File: src/logic/low_power_tick_counter_map.vh
// register offsets, field positions and constants of the tick counter
`ifndef LOW_POWER_TICK_COUNTER_MAP_VH
`define LOW_POWER_TICK_COUNTER_MAP_VH

// trigger registers, write one to bit 0 to issue the task
`define OFS_GO_TRIGGER 12'h000
`define OFS_HALT_TRIGGER 12'h004
`define OFS_ZERO_TRIGGER 12'h008
`define OFS_PRESET_TRIGGER 12'h00c

// event flag registers
`define OFS_INCREMENT_FLAG 12'h100
`define OFS_WRAP_FLAG 12'h104
`define OFS_MATCH0_FLAG 12'h140
`define OFS_MATCH1_FLAG 12'h144
`define OFS_MATCH2_FLAG 12'h148
`define OFS_MATCH3_FLAG 12'h14c

// interrupt enables and event routing
`define OFS_IRQ_SET 12'h304
`define OFS_IRQ_CLEAR 12'h308
`define OFS_ROUTE 12'h340
`define OFS_ROUTE_SET 12'h344
`define OFS_ROUTE_CLEAR 12'h348

// count, divider and match values
`define OFS_COUNT 12'h504
`define OFS_DIVIDER 12'h508
`define OFS_MATCH0 12'h540
`define OFS_MATCH1 12'h544
`define OFS_MATCH2 12'h548
`define OFS_MATCH3 12'h54c

// event bit positions in enable and routing words
`define BIT_INCREMENT 0
`define BIT_WRAP 1
`define BIT_MATCH0 16

// reset values and special count values
`define RESET_WORD 32'h0000_0000
`define RESET_DIVIDER 12'h000
`define RESET_COUNT 24'h00_0000
`define NEAR_WRAP_VALUE 24'hff_fff0
`define LAST_COUNT 24'hff_ffff

// slow clock rate in hertz, increment rate is this over divider plus one
`define SLOW_CLOCK_HZ 32768

// wait states inserted on a count read, whole read is five bus cycles
`define COUNT_READ_STALL 2'h3

`endif

File: src/logic/low_power_tick_counter.v
// low power tick counter: slow clock counting, match events, bus registers
//
// Function
// - 24-bit count with 12-bit reload divider
// - increment rate is slow clock over reload+1
// - divider reload writable only while stopped
// - start, clear, preset reload the divider countdown
// - count steps when countdown is zero, reload
// - increment event per step, disabled after reset
// - preset task loads count with near-wrap value
// - wrap event on all-ones to zero, default off
// - events neither routed nor interrupt-enabled never request fast clock
// - clear never causes a match on zero
// - start at count equal match gives no event
// - match event when count steps onto value
// - writing count plus two always matches later
// - old value above count plus two never fires
// - tasks wait for slow falling then rising edge
// - first increment follows start by slow edges
// - preset while slow clock idle requests the clock
// - bus count is sampled from counting register
// - count read stalls three cycles, five total
// - event bits: increment 0, wrap 1, matches 16-19
// - enable set and clear write ones, read enables
`timescale 1ns/100ps
`include "low_power_tick_counter_map.vh"

module low_power_tick_counter (
	input wire clock,
	input wire rst_n,
	input wire slow_clock,
	input wire psel,
	input wire penable,
	input wire pwrite,
	input wire [11:0] paddr,
	input wire [31:0] pwdata,
	output reg [31:0] prdata,
	output wire pready,
	output reg irq,
	output reg [5:0] event_out,
	output reg fast_clock_request,
	output reg slow_clock_request
);

	// task indices inside the pending vectors
	localparam TASK_GO = 0;
	localparam TASK_HALT = 1;
	localparam TASK_ZERO = 2;
	localparam TASK_PRESET = 3;

	// slow clock synchroniser, only lf_sync reads lf_meta
	reg lf_meta;
	reg lf_sync;
	reg lf_prev; // delayed copy for edge detection
	wire lf_rise;
	wire lf_fall;

	// counting state
	reg running; // counter started
	reg [11:0] reload; // divider reload value
	reg [11:0] countdown; // internal divider countdown
	reg [23:0] count; // count in the counting domain
	reg [23:0] match_value [0:3]; // match registers

	// task handshake toward the slow edges
	reg [3:0] pend; // task issued, not yet applied
	reg [3:0] fell; // falling slow edge seen since issue
	wire [3:0] apply; // task takes effect this cycle
	reg [3:0] trig; // tasks written this cycle

	// event state
	reg [5:0] flags; // sticky event flags
	reg [5:0] inten; // interrupt enables
	reg [5:0] route; // event routing mask
	wire [5:0] ev_raw; // events before gating
	wire [5:0] ev_fire; // events that latch a flag
	wire step; // count steps this cycle
	wire load; // count is loaded by a task this cycle
	wire [23:0] count_inc;

	// bus state
	reg [1:0] stall; // wait states spent on a count read
	wire access;
	wire setup;
	wire count_read;
	wire wr;
	reg [31:0] rd_word;
	reg [5:0] flag_wr_mask; // flags addressed by this write
	reg [5:0] flag_wr_set; // written value per addressed flag
	integer i;

	// pack six event bits out of a bus word
	function [5:0] pick_events;
		input [31:0] word;
		begin
			pick_events = {word[`BIT_MATCH0 + 3:`BIT_MATCH0],
				word[`BIT_WRAP], word[`BIT_INCREMENT]};
		end
	endfunction

	// spread six event bits into a bus word
	function [31:0] place_events;
		input [5:0] ev;
		begin
			place_events = `RESET_WORD;
			place_events[`BIT_INCREMENT] = ev[0];
			place_events[`BIT_WRAP] = ev[1];
			place_events[`BIT_MATCH0 + 3:`BIT_MATCH0] = ev[5:2];
		end
	endfunction

	// two flip-flops on the slow clock pin, then an edge register
	always @(posedge clock) begin
		if (!rst_n) begin
			lf_meta <= 1'b0;
			lf_sync <= 1'b0;
			lf_prev <= 1'b0;
		end else begin
			lf_meta <= slow_clock;
			lf_sync <= lf_meta;
			lf_prev <= lf_sync;
		end
	end

	// the slow rate is a one-cycle enable on each synchronised edge
	assign lf_rise = lf_sync & ~lf_prev;
	assign lf_fall = ~lf_sync & lf_prev;

	// bus phases
	assign setup = psel & ~penable;
	assign access = psel & penable;
	assign count_read = access & ~pwrite & (paddr == `OFS_COUNT);
	assign pready = ~count_read | (stall == `COUNT_READ_STALL);
	assign wr = access & pwrite & pready;

	// decode task triggers, bit 0 of the written word issues the task
	always @* begin
		trig = 4'h0;
		if (wr & pwdata[0]) begin
			if (paddr == `OFS_GO_TRIGGER) begin
				trig[TASK_GO] = 1'b1;
			end else if (paddr == `OFS_HALT_TRIGGER) begin
				trig[TASK_HALT] = 1'b1;
			end else if (paddr == `OFS_ZERO_TRIGGER) begin
				trig[TASK_ZERO] = 1'b1;
			end else if (paddr == `OFS_PRESET_TRIGGER) begin
				trig[TASK_PRESET] = 1'b1;
			end
		end
	end

	assign apply = {4{lf_rise}} & pend & fell;

	// task pending and edge tracking; a re-issued task waits again
	always @(posedge clock) begin
		if (!rst_n) begin
			pend <= 4'h0;
			fell <= 4'h0;
		end else begin
			// a new issue in the apply cycle survives the apply
			pend <= (pend & ~apply) | trig;
			fell <= (fell | ({4{lf_fall}} & pend)) & ~apply & ~trig;
		end
	end

	// the count is loaded by clear or preset, which beats a step
	assign load = apply[TASK_ZERO] | apply[TASK_PRESET];
	assign step = lf_rise & running & ~load & (countdown == 12'h000);
	assign count_inc = count + 24'h00_0001;

	// divider countdown and run state, updated on slow rising edges
	always @(posedge clock) begin
		if (!rst_n) begin
			running <= 1'b0;
			countdown <= `RESET_DIVIDER;
		end else begin
			// start wins if start and stop land on the same edge
			if (apply[TASK_GO]) begin
				running <= 1'b1;
			end else if (apply[TASK_HALT]) begin
				running <= 1'b0;
			end
			if (apply[TASK_GO] | load) begin
				countdown <= reload;
			end else if (lf_rise & running) begin
				if (countdown == 12'h000) begin
					countdown <= reload;
				end else begin
					countdown <= countdown - 12'h001;
				end
			end
		end
	end

	// the count itself
	always @(posedge clock) begin
		if (!rst_n) begin
			count <= `RESET_COUNT;
		end else if (apply[TASK_ZERO]) begin
			count <= `RESET_COUNT;
		end else if (apply[TASK_PRESET]) begin
			count <= `NEAR_WRAP_VALUE;
		end else if (step) begin
			count <= count_inc;
		end
	end

	assign ev_raw[0] = step;
	assign ev_raw[1] = step & (count == `LAST_COUNT);

	// matches are only checked on a step, never on a load or a start
	genvar m;
	generate
		for (m = 0; m < 4; m = m + 1) begin : match_cmp
			assign ev_raw[2 + m] = step & (count_inc == match_value[m]);
		end
	endgenerate

	// an event with neither routing nor interrupt enabled stays dormant
	assign ev_fire = ev_raw & (route | inten);

	// per flag register write decode
	always @* begin
		flag_wr_mask = 6'h00;
		flag_wr_set = 6'h00;
		if (wr) begin
			if (paddr == `OFS_INCREMENT_FLAG) begin
				flag_wr_mask[0] = 1'b1;
			end else if (paddr == `OFS_WRAP_FLAG) begin
				flag_wr_mask[1] = 1'b1;
			end else if (paddr == `OFS_MATCH0_FLAG) begin
				flag_wr_mask[2] = 1'b1;
			end else if (paddr == `OFS_MATCH1_FLAG) begin
				flag_wr_mask[3] = 1'b1;
			end else if (paddr == `OFS_MATCH2_FLAG) begin
				flag_wr_mask[4] = 1'b1;
			end else if (paddr == `OFS_MATCH3_FLAG) begin
				flag_wr_mask[5] = 1'b1;
			end
		end
		flag_wr_set = flag_wr_mask & {6{pwdata[0]}};
	end

	// sticky flags; hardware set beats a software clear
	always @(posedge clock) begin
		if (!rst_n) begin
			flags <= 6'h00;
		end else begin
			flags <= (flags & ~flag_wr_mask) | flag_wr_set | ev_fire;
		end
	end

	// enables, routing mask, divider and match registers
	always @(posedge clock) begin
		if (!rst_n) begin
			inten <= 6'h00;
			route <= 6'h00;
			reload <= `RESET_DIVIDER;
			for (i = 0; i < 4; i = i + 1) begin
				match_value[i] <= `RESET_COUNT;
			end
		end else if (wr) begin
			if (paddr == `OFS_IRQ_SET) begin
				inten <= inten | pick_events(pwdata);
			end else if (paddr == `OFS_IRQ_CLEAR) begin
				inten <= inten & ~pick_events(pwdata);
			end else if (paddr == `OFS_ROUTE) begin
				route <= pick_events(pwdata);
			end else if (paddr == `OFS_ROUTE_SET) begin
				route <= route | pick_events(pwdata);
			end else if (paddr == `OFS_ROUTE_CLEAR) begin
				route <= route & ~pick_events(pwdata);
			end else if (paddr == `OFS_DIVIDER) begin
				if (!running && !pend[TASK_GO]) begin
					reload <= pwdata[11:0];
				end
			end else if (paddr == `OFS_MATCH0) begin
				// new value takes effect next cycle
				match_value[0] <= pwdata[23:0];
			end else if (paddr == `OFS_MATCH1) begin
				match_value[1] <= pwdata[23:0];
			end else if (paddr == `OFS_MATCH2) begin
				match_value[2] <= pwdata[23:0];
			end else if (paddr == `OFS_MATCH3) begin
				match_value[3] <= pwdata[23:0];
			end
		end
	end

	// read multiplexer for all registers except the count
	always @* begin
		rd_word = `RESET_WORD;
		if (paddr == `OFS_INCREMENT_FLAG) begin
			rd_word[0] = flags[0];
		end else if (paddr == `OFS_WRAP_FLAG) begin
			rd_word[0] = flags[1];
		end else if (paddr == `OFS_MATCH0_FLAG) begin
			rd_word[0] = flags[2];
		end else if (paddr == `OFS_MATCH1_FLAG) begin
			rd_word[0] = flags[3];
		end else if (paddr == `OFS_MATCH2_FLAG) begin
			rd_word[0] = flags[4];
		end else if (paddr == `OFS_MATCH3_FLAG) begin
			rd_word[0] = flags[5];
		end else if (paddr == `OFS_IRQ_SET || paddr == `OFS_IRQ_CLEAR) begin
			rd_word = place_events(inten);
		end else if (paddr == `OFS_ROUTE || paddr == `OFS_ROUTE_SET ||
			paddr == `OFS_ROUTE_CLEAR) begin
			rd_word = place_events(route);
		end else if (paddr == `OFS_DIVIDER) begin
			rd_word[11:0] = reload;
		end else if (paddr == `OFS_MATCH0) begin
			rd_word[23:0] = match_value[0];
		end else if (paddr == `OFS_MATCH1) begin
			rd_word[23:0] = match_value[1];
		end else if (paddr == `OFS_MATCH2) begin
			rd_word[23:0] = match_value[2];
		end else if (paddr == `OFS_MATCH3) begin
			rd_word[23:0] = match_value[3];
		end
		// triggers and unmapped offsets read as zero
	end

	// wait state counter for count reads
	always @(posedge clock) begin
		if (!rst_n) begin
			stall <= 2'h0;
		end else if (count_read && stall != `COUNT_READ_STALL) begin
			stall <= stall + 2'h1;
		end else begin
			stall <= 2'h0;
		end
	end

	// read data register; the count is sampled late, at the end of the third wait
	// state, so a step taking effect from that edge on is not reflected in the result
	always @(posedge clock) begin
		if (!rst_n) begin
			prdata <= `RESET_WORD;
		end else if (setup & ~pwrite) begin
			prdata <= rd_word;
		end else if (count_read && stall == 2'h2) begin
			prdata <= {8'h00, count};
		end
	end

	// outputs toward the system, all from flip-flops
	always @(posedge clock) begin
		if (!rst_n) begin
			irq <= 1'b0;
			event_out <= 6'h00;
			fast_clock_request <= 1'b0;
			slow_clock_request <= 1'b0;
		end else begin
			irq <= |(flags & inten);
			event_out <= ev_raw & route;
			fast_clock_request <= |ev_fire;
			slow_clock_request <= running | (|pend);
		end
	end

endmodule

File: config.mk
export PLATFORM = sky130hd
export DESIGN_NAME = low_power_tick_counter
export DESIGN_NICKNAME = d
export VERILOG_FILES = /design/src/logic/low_power_tick_counter.v
export VERILOG_INCLUDE_DIRS = /design/src /design/src/logic
export SDC_FILE = /design/constraint.sdc
export NUM_CORES = 1
export LEC_CHECK = 0
export ABC_AREA = 1
export BUFFER_PORTS_ARGS = -buffer_cell sky130_fd_sc_hd__buf_2
export CORE_MARGIN = 4
export CORE_UTILIZATION = 38
export CTS_CLUSTER_DIAMETER = 50
export DETAILED_ROUTE_END_ITERATION = 10
export PLACE_DENSITY = 0.57
export SLEW_MARGIN = 20
export SYNTH_ARGS = -nofsm -noshare
export SYNTH_HDL_FRONTEND = slang
export SYNTH_SLANG_ARGS = --single-unit
File: constraint.sdc
create_clock -name clock -period 5.9 [get_ports clock]
set_clock_uncertainty 0.1 [all_clocks]
set_input_delay 1.18 -clock clock [delete_from_list [all_inputs] [get_ports clock]]
set_output_delay 1.18 -clock clock [all_outputs]
set_load 0.02 [all_outputs]
==> results of run 1 <==
-- sequential cells by signal, summed over array words and instances (netlist names), 4 cells and up, named ones only --
name,count
reload,12
fell,4
count,24
prdata,24
pend,4
match_value,96
event_out,6
countdown,12
flags,6
-- cell usage after synthesis, types with 12 or more instances --
cell type / instances / area [um2]
sky130_fd_sc_hd__inv_1: 202 / 758
sky130_fd_sc_hd__o211ai_1: 30 / 225
sky130_fd_sc_hd__nor2_1: 230 / 863
sky130_fd_sc_hd__nor2_2: 12 / 75.1
sky130_fd_sc_hd__nand4_1: 28 / 175
sky130_fd_sc_hd__edfxtp_1: 96 / 2880
sky130_fd_sc_hd__a221oi_1: 18 / 158
sky130_fd_sc_hd__nand2_2: 20 / 125
sky130_fd_sc_hd__clkbuf_1: 35 / 131
sky130_fd_sc_hd__inv_2: 15 / 56.3
sky130_fd_sc_hd__nand3_1: 87 / 435
sky130_fd_sc_hd__nand2_1: 290 / 1090
sky130_fd_sc_hd__xor2_1: 18 / 158
sky130_fd_sc_hd__o21ai_0: 123 / 616
sky130_fd_sc_hd__a21oi_1: 80 / 400
sky130_fd_sc_hd__o221ai_1: 21 / 184
sky130_fd_sc_hd__dfxtp_1: 113 / 2260
-- tightest hold or removal path: cells and delay by family (launching register included) --
family                 cells  cell delay (ps)
buffers and inverters      1               40
DFF                        1              300
and+or+nand+nor            1               50
-- area by class of cell --
class | count | share of cell area [%]
clock buffers | 39 | 6.10
clock inverters | 13 | 1.20
inverters | 219 | 6.07
multi-input cells | 1086 | 41.3
flip-flops and latches | 209 | 38.0
well taps | 396 | 3.66
repair buffers | 90 | 3.61
-- metal layers --
| layer | vias to the layer above | wire length, um |
|---|---|---|
| met5 | - | 0 |
| met4 | 0 | 1190 |
| met3 | 76 | 3230 |
| met2 | 475 | 17800 |
| met1 | 5257 | 17500 |
| li1 | 5407 | - |
-- stage by stage --
step                      cell area, um2  setup WS (ps)  power, mW
after floorplan                    11800           1400       1.72
after global placement             12500           1480       1.80
after detailed placement           12500           1420       1.80
after CTS                          13500           1870       3.58
after global routing               13500           1500       3.68
final                              13500           1870       3.56
-- logic make-up (layout without fill, tap and decap cells) --
kind of cell	Yosys count	in the layout
other cells	1	8
mux	1	1
fa+ha+maj	4	4
flops	209	209
simple gates	722	722
buf+inv	277	361
xor+xnor	25	25
compound gates	326	326
-- path summary, 6_finish.rpt --
| path | end | slack [ps] | depth (start not counted) |
|---|---|---|---|
| max | pready | 1870 | 9 |
| min reg2reg | lf_sync | 310 | 2 |
| min | lf_sync | 310 | 2 |
| max reg2reg | fast_clock_request | 2160 | 14 |
-- report_power, final --
group	total, mW	switching (mW)	leakage, nW	internal, mW
sequential	1.58	0.0281	1.82	1.56
combinational	0.184	0.135	3.42	0.0496
clock	1.79	0.676	0.478	1.11
total	3.56	0.839	5.72	2.72
-- layout by cell type, fill, tap and decap left out, types with 10 or more instances in the layout --
master                      Yosys  routed
sky130_fd_sc_hd__o221ai_1      21      21
sky130_fd_sc_hd__dfxtp_1      113     113
sky130_fd_sc_hd__inv_2         15      15
sky130_fd_sc_hd__nor3_1        10      10
sky130_fd_sc_hd__nor2_2        12      12
sky130_fd_sc_hd__nand2_2       20      20
sky130_fd_sc_hd__buf_4         11      15
sky130_fd_sc_hd__a21oi_1       80      80
sky130_fd_sc_hd__o211ai_1      30      30
sky130_fd_sc_hd__clkbuf_16      0      31
sky130_fd_sc_hd__edfxtp_1      96      96
sky130_fd_sc_hd__nand2_1      290     290
sky130_fd_sc_hd__buf_2         11      75
sky130_fd_sc_hd__a221oi_1      18      18
sky130_fd_sc_hd__o21ai_0      123     119
sky130_fd_sc_hd__nand4_1       28      28
sky130_fd_sc_hd__inv_1        202     202
sky130_fd_sc_hd__xor2_1        18      18
sky130_fd_sc_hd__nor2_1       230     230
sky130_fd_sc_hd__nand3_1       87      87
==> run_results.csv, run 1 <==
group,metric,value,unit
outcome,outcome,"finished, final reports clean",
synthesis,synthArstFlopShare,0,%
synthesis,synth-seq-area-share,43.6,%
route,detailedRoute.firstPassIterationCount,5,
sta,setup_violations,0,
setup_path,req_time_crit_path,4620,ps
sta,worstMarginPinSlew,1100,ps
synthesis,syn-cell-area,11800,um2
min_path,hold_path.startpoint,"lf_meta",
clock_tree,holdBufCountCts,0,
finish,regArea,5140,um2
finish,final_util,44.2,%
synthesis,syn_area_per_cell,7.54,um2
grt,grt_most_used_layer,"met2",
synthesis,ys_seq_elements,209,
sta,final_critical_path_share_of_the_clock_period,68.3,%
grt,gr-usage-met2,36.4,%
synthesis,synth_cell_types,57,
power_and_ir_drop,ir_worst_vdd,176,uV
setup_path,crit_slowest_cell,"sky130_fd_sc_hd__nor3_4",
route,routed_wirelength,39700,um
synthesis,warning_count_from_the_yosys_run,0,
floorplanning,die_height,184,um
setup_path,slowest_delay,570,ps
setup_path,timing.critical_path.cells,"buf_2 > inv_1 > nor2_1 > inv_2 > nor3_4 > inv_2 > nor4_2 > nand3_1 > buf_2",
sta,final_max_slew_viol_count,0,
grt,grt_util_met3,3.61,%
setup_path,startpoint,"paddr[8]",
finish,layout-area-overhead-vs-synth,14.8,%
synthesis,synth_xor_xnor_area_share,1.86,%
setup_path,timing_worst_setup_path_type,"in2out",
clock_tree,clock_path_buffers,3,
grt,first_global_vias,10600,
clock_tree,clk_latency,550,ps
floorplanning,die_area,33900,um2
route,antenna_violating_nets_post_route,0,
power_and_ir_drop,powerDensity,263,nW/um2
clock_tree,numCtsBuffers,29,
setup_path,worstPathMaxFanout,13,
clock_tree,post_cts_setup_buffers,0,
synthesis,synth-adder-area-share,0.424,%
floorplanning,placeableCoreArea,30600,um2
finish,drive_above_1_share,13.8,%
synthesis,post_synth_and_or_nand_nor_area_fraction,27.5,%
grt,antenna_violations_before_repair,0,
route,vias,11200,
min_path,hold_path_class,"reg2reg",
finish,multiInputGateArea,5600,um2
sta,final.min_clock_period,4030,ps
setup_path,arrival_time_of_data_at_the_critical_path_endpoint,2750,ps
floorplanning,design.portCount,92,
clock_tree,clock_tree.root_cell,"sky130_fd_sc_hd__clkbuf_16",
place,port_buffers,75,
job,timing.max_cap.violations,0,
clock_tree,ctsHtreeMaxLevel,1,
sta,setup_repair_after_global_routing_missed_its_margin,"no",
sta,totalNegativeSetupSlack,0,ps
route,detail_route.iter0.violations,1083,
place,dpl.cell_count,2000,
grt,gr-usage-all-layers,23.0,%
floorplanning,start_util,38.6,%
grt,globalRoute.totalOverflow,0,
clock_tree,clk_transition_reported_paths,60,ps
route,drcViolationCount,0,
finish,finalNonFillerCells,2052,
setup_path,r2r_start,"countdown[0]",
synthesis,synth_compound_gate_area_share,17.2,%
finish,fillers,3135,
floorplanning,floorplan.die.width,184,um
place,dp_hpwl,28600,um
finish,antenna_cells_inserted,0,
power_and_ir_drop,power_leakage,5.72,nW
finish,finish.net_count,1689,
synthesis,edff_count_synth,96,
grt,gr-usage-met1,32.4,%
clock_tree,tritoncts,"built",
route,avgRoutedWirePerCell,19.4,um
place,gp_congestion,0.911,
clock_tree,cts_resized,0,
sta,fin_worst_hold_slack,312,ps
clock_tree,cts_sinks,209,
grt,grt_start_max_net_pins,59,
sta,slew_headroom,26.7,%
synthesis,largest_family_of_logic_cells_by_synthesized_area,"simple AND/OR/NAND/NOR gates",
setup_path,timing.critical_path.buf_inv,5,
sta,hold_viol_final,0,
grt,wire_length_of_the_first_global_routing_pass,61100,um
sta,fmax,248,MHz
setup_path,critical-path-top-delay-family,"simple AND/OR/NAND/NOR gates",
floorplanning,row_count,64,
synthesis,synth_cells,1565,
setup_path,critPathCaptureType,"output port",
synthesis,synth_ff_type,"sky130_fd_sc_hd__dfxtp_1",
synthesis,muxShareOfSynthArea,0.0849,%
setup_path,worst_setup_path_start_kind,"input pin",
route,post_drt_via_cell_ratio,5.47,
No activity file was read; power rests on OpenSTA's default activity.
==> run 2: changes to the inputs <==
==> constraint.sdc (replaced) <==
create_clock -name clock -period 4.2 [get_ports clock]
set_clock_uncertainty 0.1 [all_clocks]
set_input_delay 0.84 -clock clock [delete_from_list [all_inputs] [get_ports clock]]
set_output_delay 0.84 -clock clock [all_outputs]
set_load 0.02 [all_outputs]
==> run 2 against run 1 <==
First-iteration DRC count decreased by 6.2%. Critical path type is now reg2reg. Via count increased by 0.50%. Cell count increased by 1.0%. Critical path depth increased by 8. Register-to-register slack got worse by 1400 ps. Global-route usage decreased by 0.13 points. Sequential cell count unchanged. Clock-buffer cell count unchanged. Non-clock buffer count increased by 15. Sequential share of layout area decreased by 0.35 points.
==> run_results.csv, run 2 (synthesis gave the netlist of run 1 again) <==
group,metric,value,unit
finish,antenna_cells_inserted,0,
setup_path,worst_setup_path_start_kind,"flip-flop",
sta,final.min_clock_period,3400,ps
floorplanning,placeableCoreArea,30600,um2
min_path,hold_path_class,"reg2reg",
outcome,outcome,"finished, final reports clean",
setup_path,arrival_time_of_data_at_the_critical_path_endpoint,3790,ps
clock_tree,clock_tree.root_cell,"sky130_fd_sc_hd__clkbuf_16",
finish,max_flop_register,"match_value",
route,detailedRoute.firstPassIterationCount,5,
route,vias,11300,
place,dp_hpwl,29400,um
place,dpl.cell_count,2015,
floorplanning,floorplan.die.width,184,um
clock_tree,ctsHtreeMaxLevel,1,
finish,largest_registers,"match_value: 96 flops, count: 24 flops, prdata: 24 flops",
grt,gr-usage-met2,37.7,%
sta,totalNegativeSetupSlack,0,ps
clock_tree,holdBufCountCts,0,
finish,finish.net_count,1706,
route,antenna_violating_nets_post_route,0,
clock_tree,cts_sinks,209,
route,detail_route.iter0.violations,1016,
clock_tree,numCtsBuffers,31,
setup_path,worstPathMaxFanout,14,
grt,first_global_vias,10700,
grt,globalRoute.totalOverflow,0,
place,preCtsSetupSlack,625,ps
setup_path,req_time_crit_path,4590,ps
power_and_ir_drop,power_leakage,5.81,nW
floorplanning,design.portCount,92,
sta,slew_headroom,36.1,%
finish,fillers,3133,
floorplanning,die_area,33900,um2
setup_path,r2r_start,"count[0]",
finish,layout.cells.most_common,"sky130_fd_sc_hd__nand2_1",
grt,gr-usage-met1,31.6,%
finish,layout-area-overhead-vs-synth,15.8,%
setup_path,timing_worst_setup_path_type,"reg2reg",
route,routed_wirelength,39900,um
finish,drive_above_1_share,14.9,%
finish,layout.cells.most_common_list,"290 x sky130_fd_sc_hd__nand2_1, 230 x sky130_fd_sc_hd__nor2_1, 202 x sky130_fd_sc_hd__inv_1",
floorplanning,start_util,38.6,%
sta,hold_viol_final,0,
finish,max_ffs_per_register,96,
sta,worst_slack,801,ps
setup_path,critPathCaptureType,"flip-flop",
grt,gr-usage-all-layers,22.9,%
clock_tree,clk_transition_reported_paths,60,ps
clock_tree,clock_path_buffers,3,
power_and_ir_drop,ir_worst_vdd,301,uV
clock_tree,tritoncts,"built",
sta,fmax,294,MHz
sta,setup_violations,0,
clock_tree,post_cts_setup_buffers,0,
clock_tree,cts_resized,0,
finish,finalNonFillerCells,2073,
power_and_ir_drop,powerDensity,365,nW/um2
grt,grt_most_used_layer,"met2",
finish,final_util,44.7,%
route,post_drt_via_cell_ratio,5.44,
sta,setup_repair_after_global_routing_missed_its_margin,"no",
floorplanning,die_height,184,um
sta,worstMarginPinSlew,958,ps
sta,final_max_slew_viol_count,0,
grt,wire_length_of_the_first_global_routing_pass,60600,um
clock_tree,clk_latency,560,ps
grt,antenna_violations_before_repair,0,
job,timing.max_cap.violations,0,
place,port_buffers,75,
place,gp_congestion,0.925,
power_and_ir_drop,post-layout-total-power,4.98,mW
setup_path,startpoint,"count[0]",
grt,grt_start_max_net_pins,41,
route,drcViolationCount,0,
route,avgRoutedWirePerCell,19.3,um
sta,final_critical_path_share_of_the_clock_period,80.9,%
min_path,hold_path.startpoint,"lf_meta",
grt,grt_util_met3,3.49,%
floorplanning,row_count,64,
-- run 2: power by group --
group / switching (mW) / total (mW) / internal (mW)
Sequential: 0.0381 / 2.22 / 2.19
Clock: 1.01 / 2.49 / 1.48
Combinational: 0.191 / 0.265 / 0.0741
-- run 2: through the flow --
stage          instance area, um2  hold WS [ps]
2_1_floorplan               11800           290
3_3_place_gp                12700           304
3_5_place_dp                12700           311
4_1_cts                     13700           327
5_1_grt                     13700           350
6_report                    13700           322
-- run 2: final timing paths --
check | to | slack [ps] | cells after the start
hold reg to reg | lf_sync | 320 | 2
hold / removal | lf_sync | 320 | 2
setup / recovery | fast_clock_request | 800 | 17
setup reg to reg | fast_clock_request | 800 | 17
-- run 2: metal layers --
metal  wire, um  part of all wire, %
met2      18300                   46
met5          0                    0
met3       3100                  7.8
met1      17500                   44
met4       1030                  2.6
-- run 2: worst max-delay path, cell delays in order (launching register included) --
cell and delay [ps]:
sky130_fd_sc_hd__dfxtp_1 750, sky130_fd_sc_hd__ha_1 350, sky130_fd_sc_hd__nand3_1 260, sky130_fd_sc_hd__inv_2 170, sky130_fd_sc_hd__nand2_2 120, sky130_fd_sc_hd__inv_1 80
sky130_fd_sc_hd__nand2_1 60, sky130_fd_sc_hd__nand2_2 140, sky130_fd_sc_hd__inv_2 70, sky130_fd_sc_hd__nand2_1 60, sky130_fd_sc_hd__nand3_1 90, sky130_fd_sc_hd__nor2_1 110
sky130_fd_sc_hd__nand3_1 170, sky130_fd_sc_hd__nor3_2 350, sky130_fd_sc_hd__nand3_1 200, sky130_fd_sc_hd__nand3_1 130, sky130_fd_sc_hd__nor2_1 50, sky130_fd_sc_hd__nor2_1 80
-- run 2: area by class of cell --
cell class	count	area, um2	share of cell area [%]
clock buffer	39	836	6.12
clock inverter	19	154	1.13
sequential	209	5140	37.7
multi-input combinational	1086	5600	41.0
tap	396	495	3.63
inverter	219	822	6.02
timing repair buffer	105	613	4.49
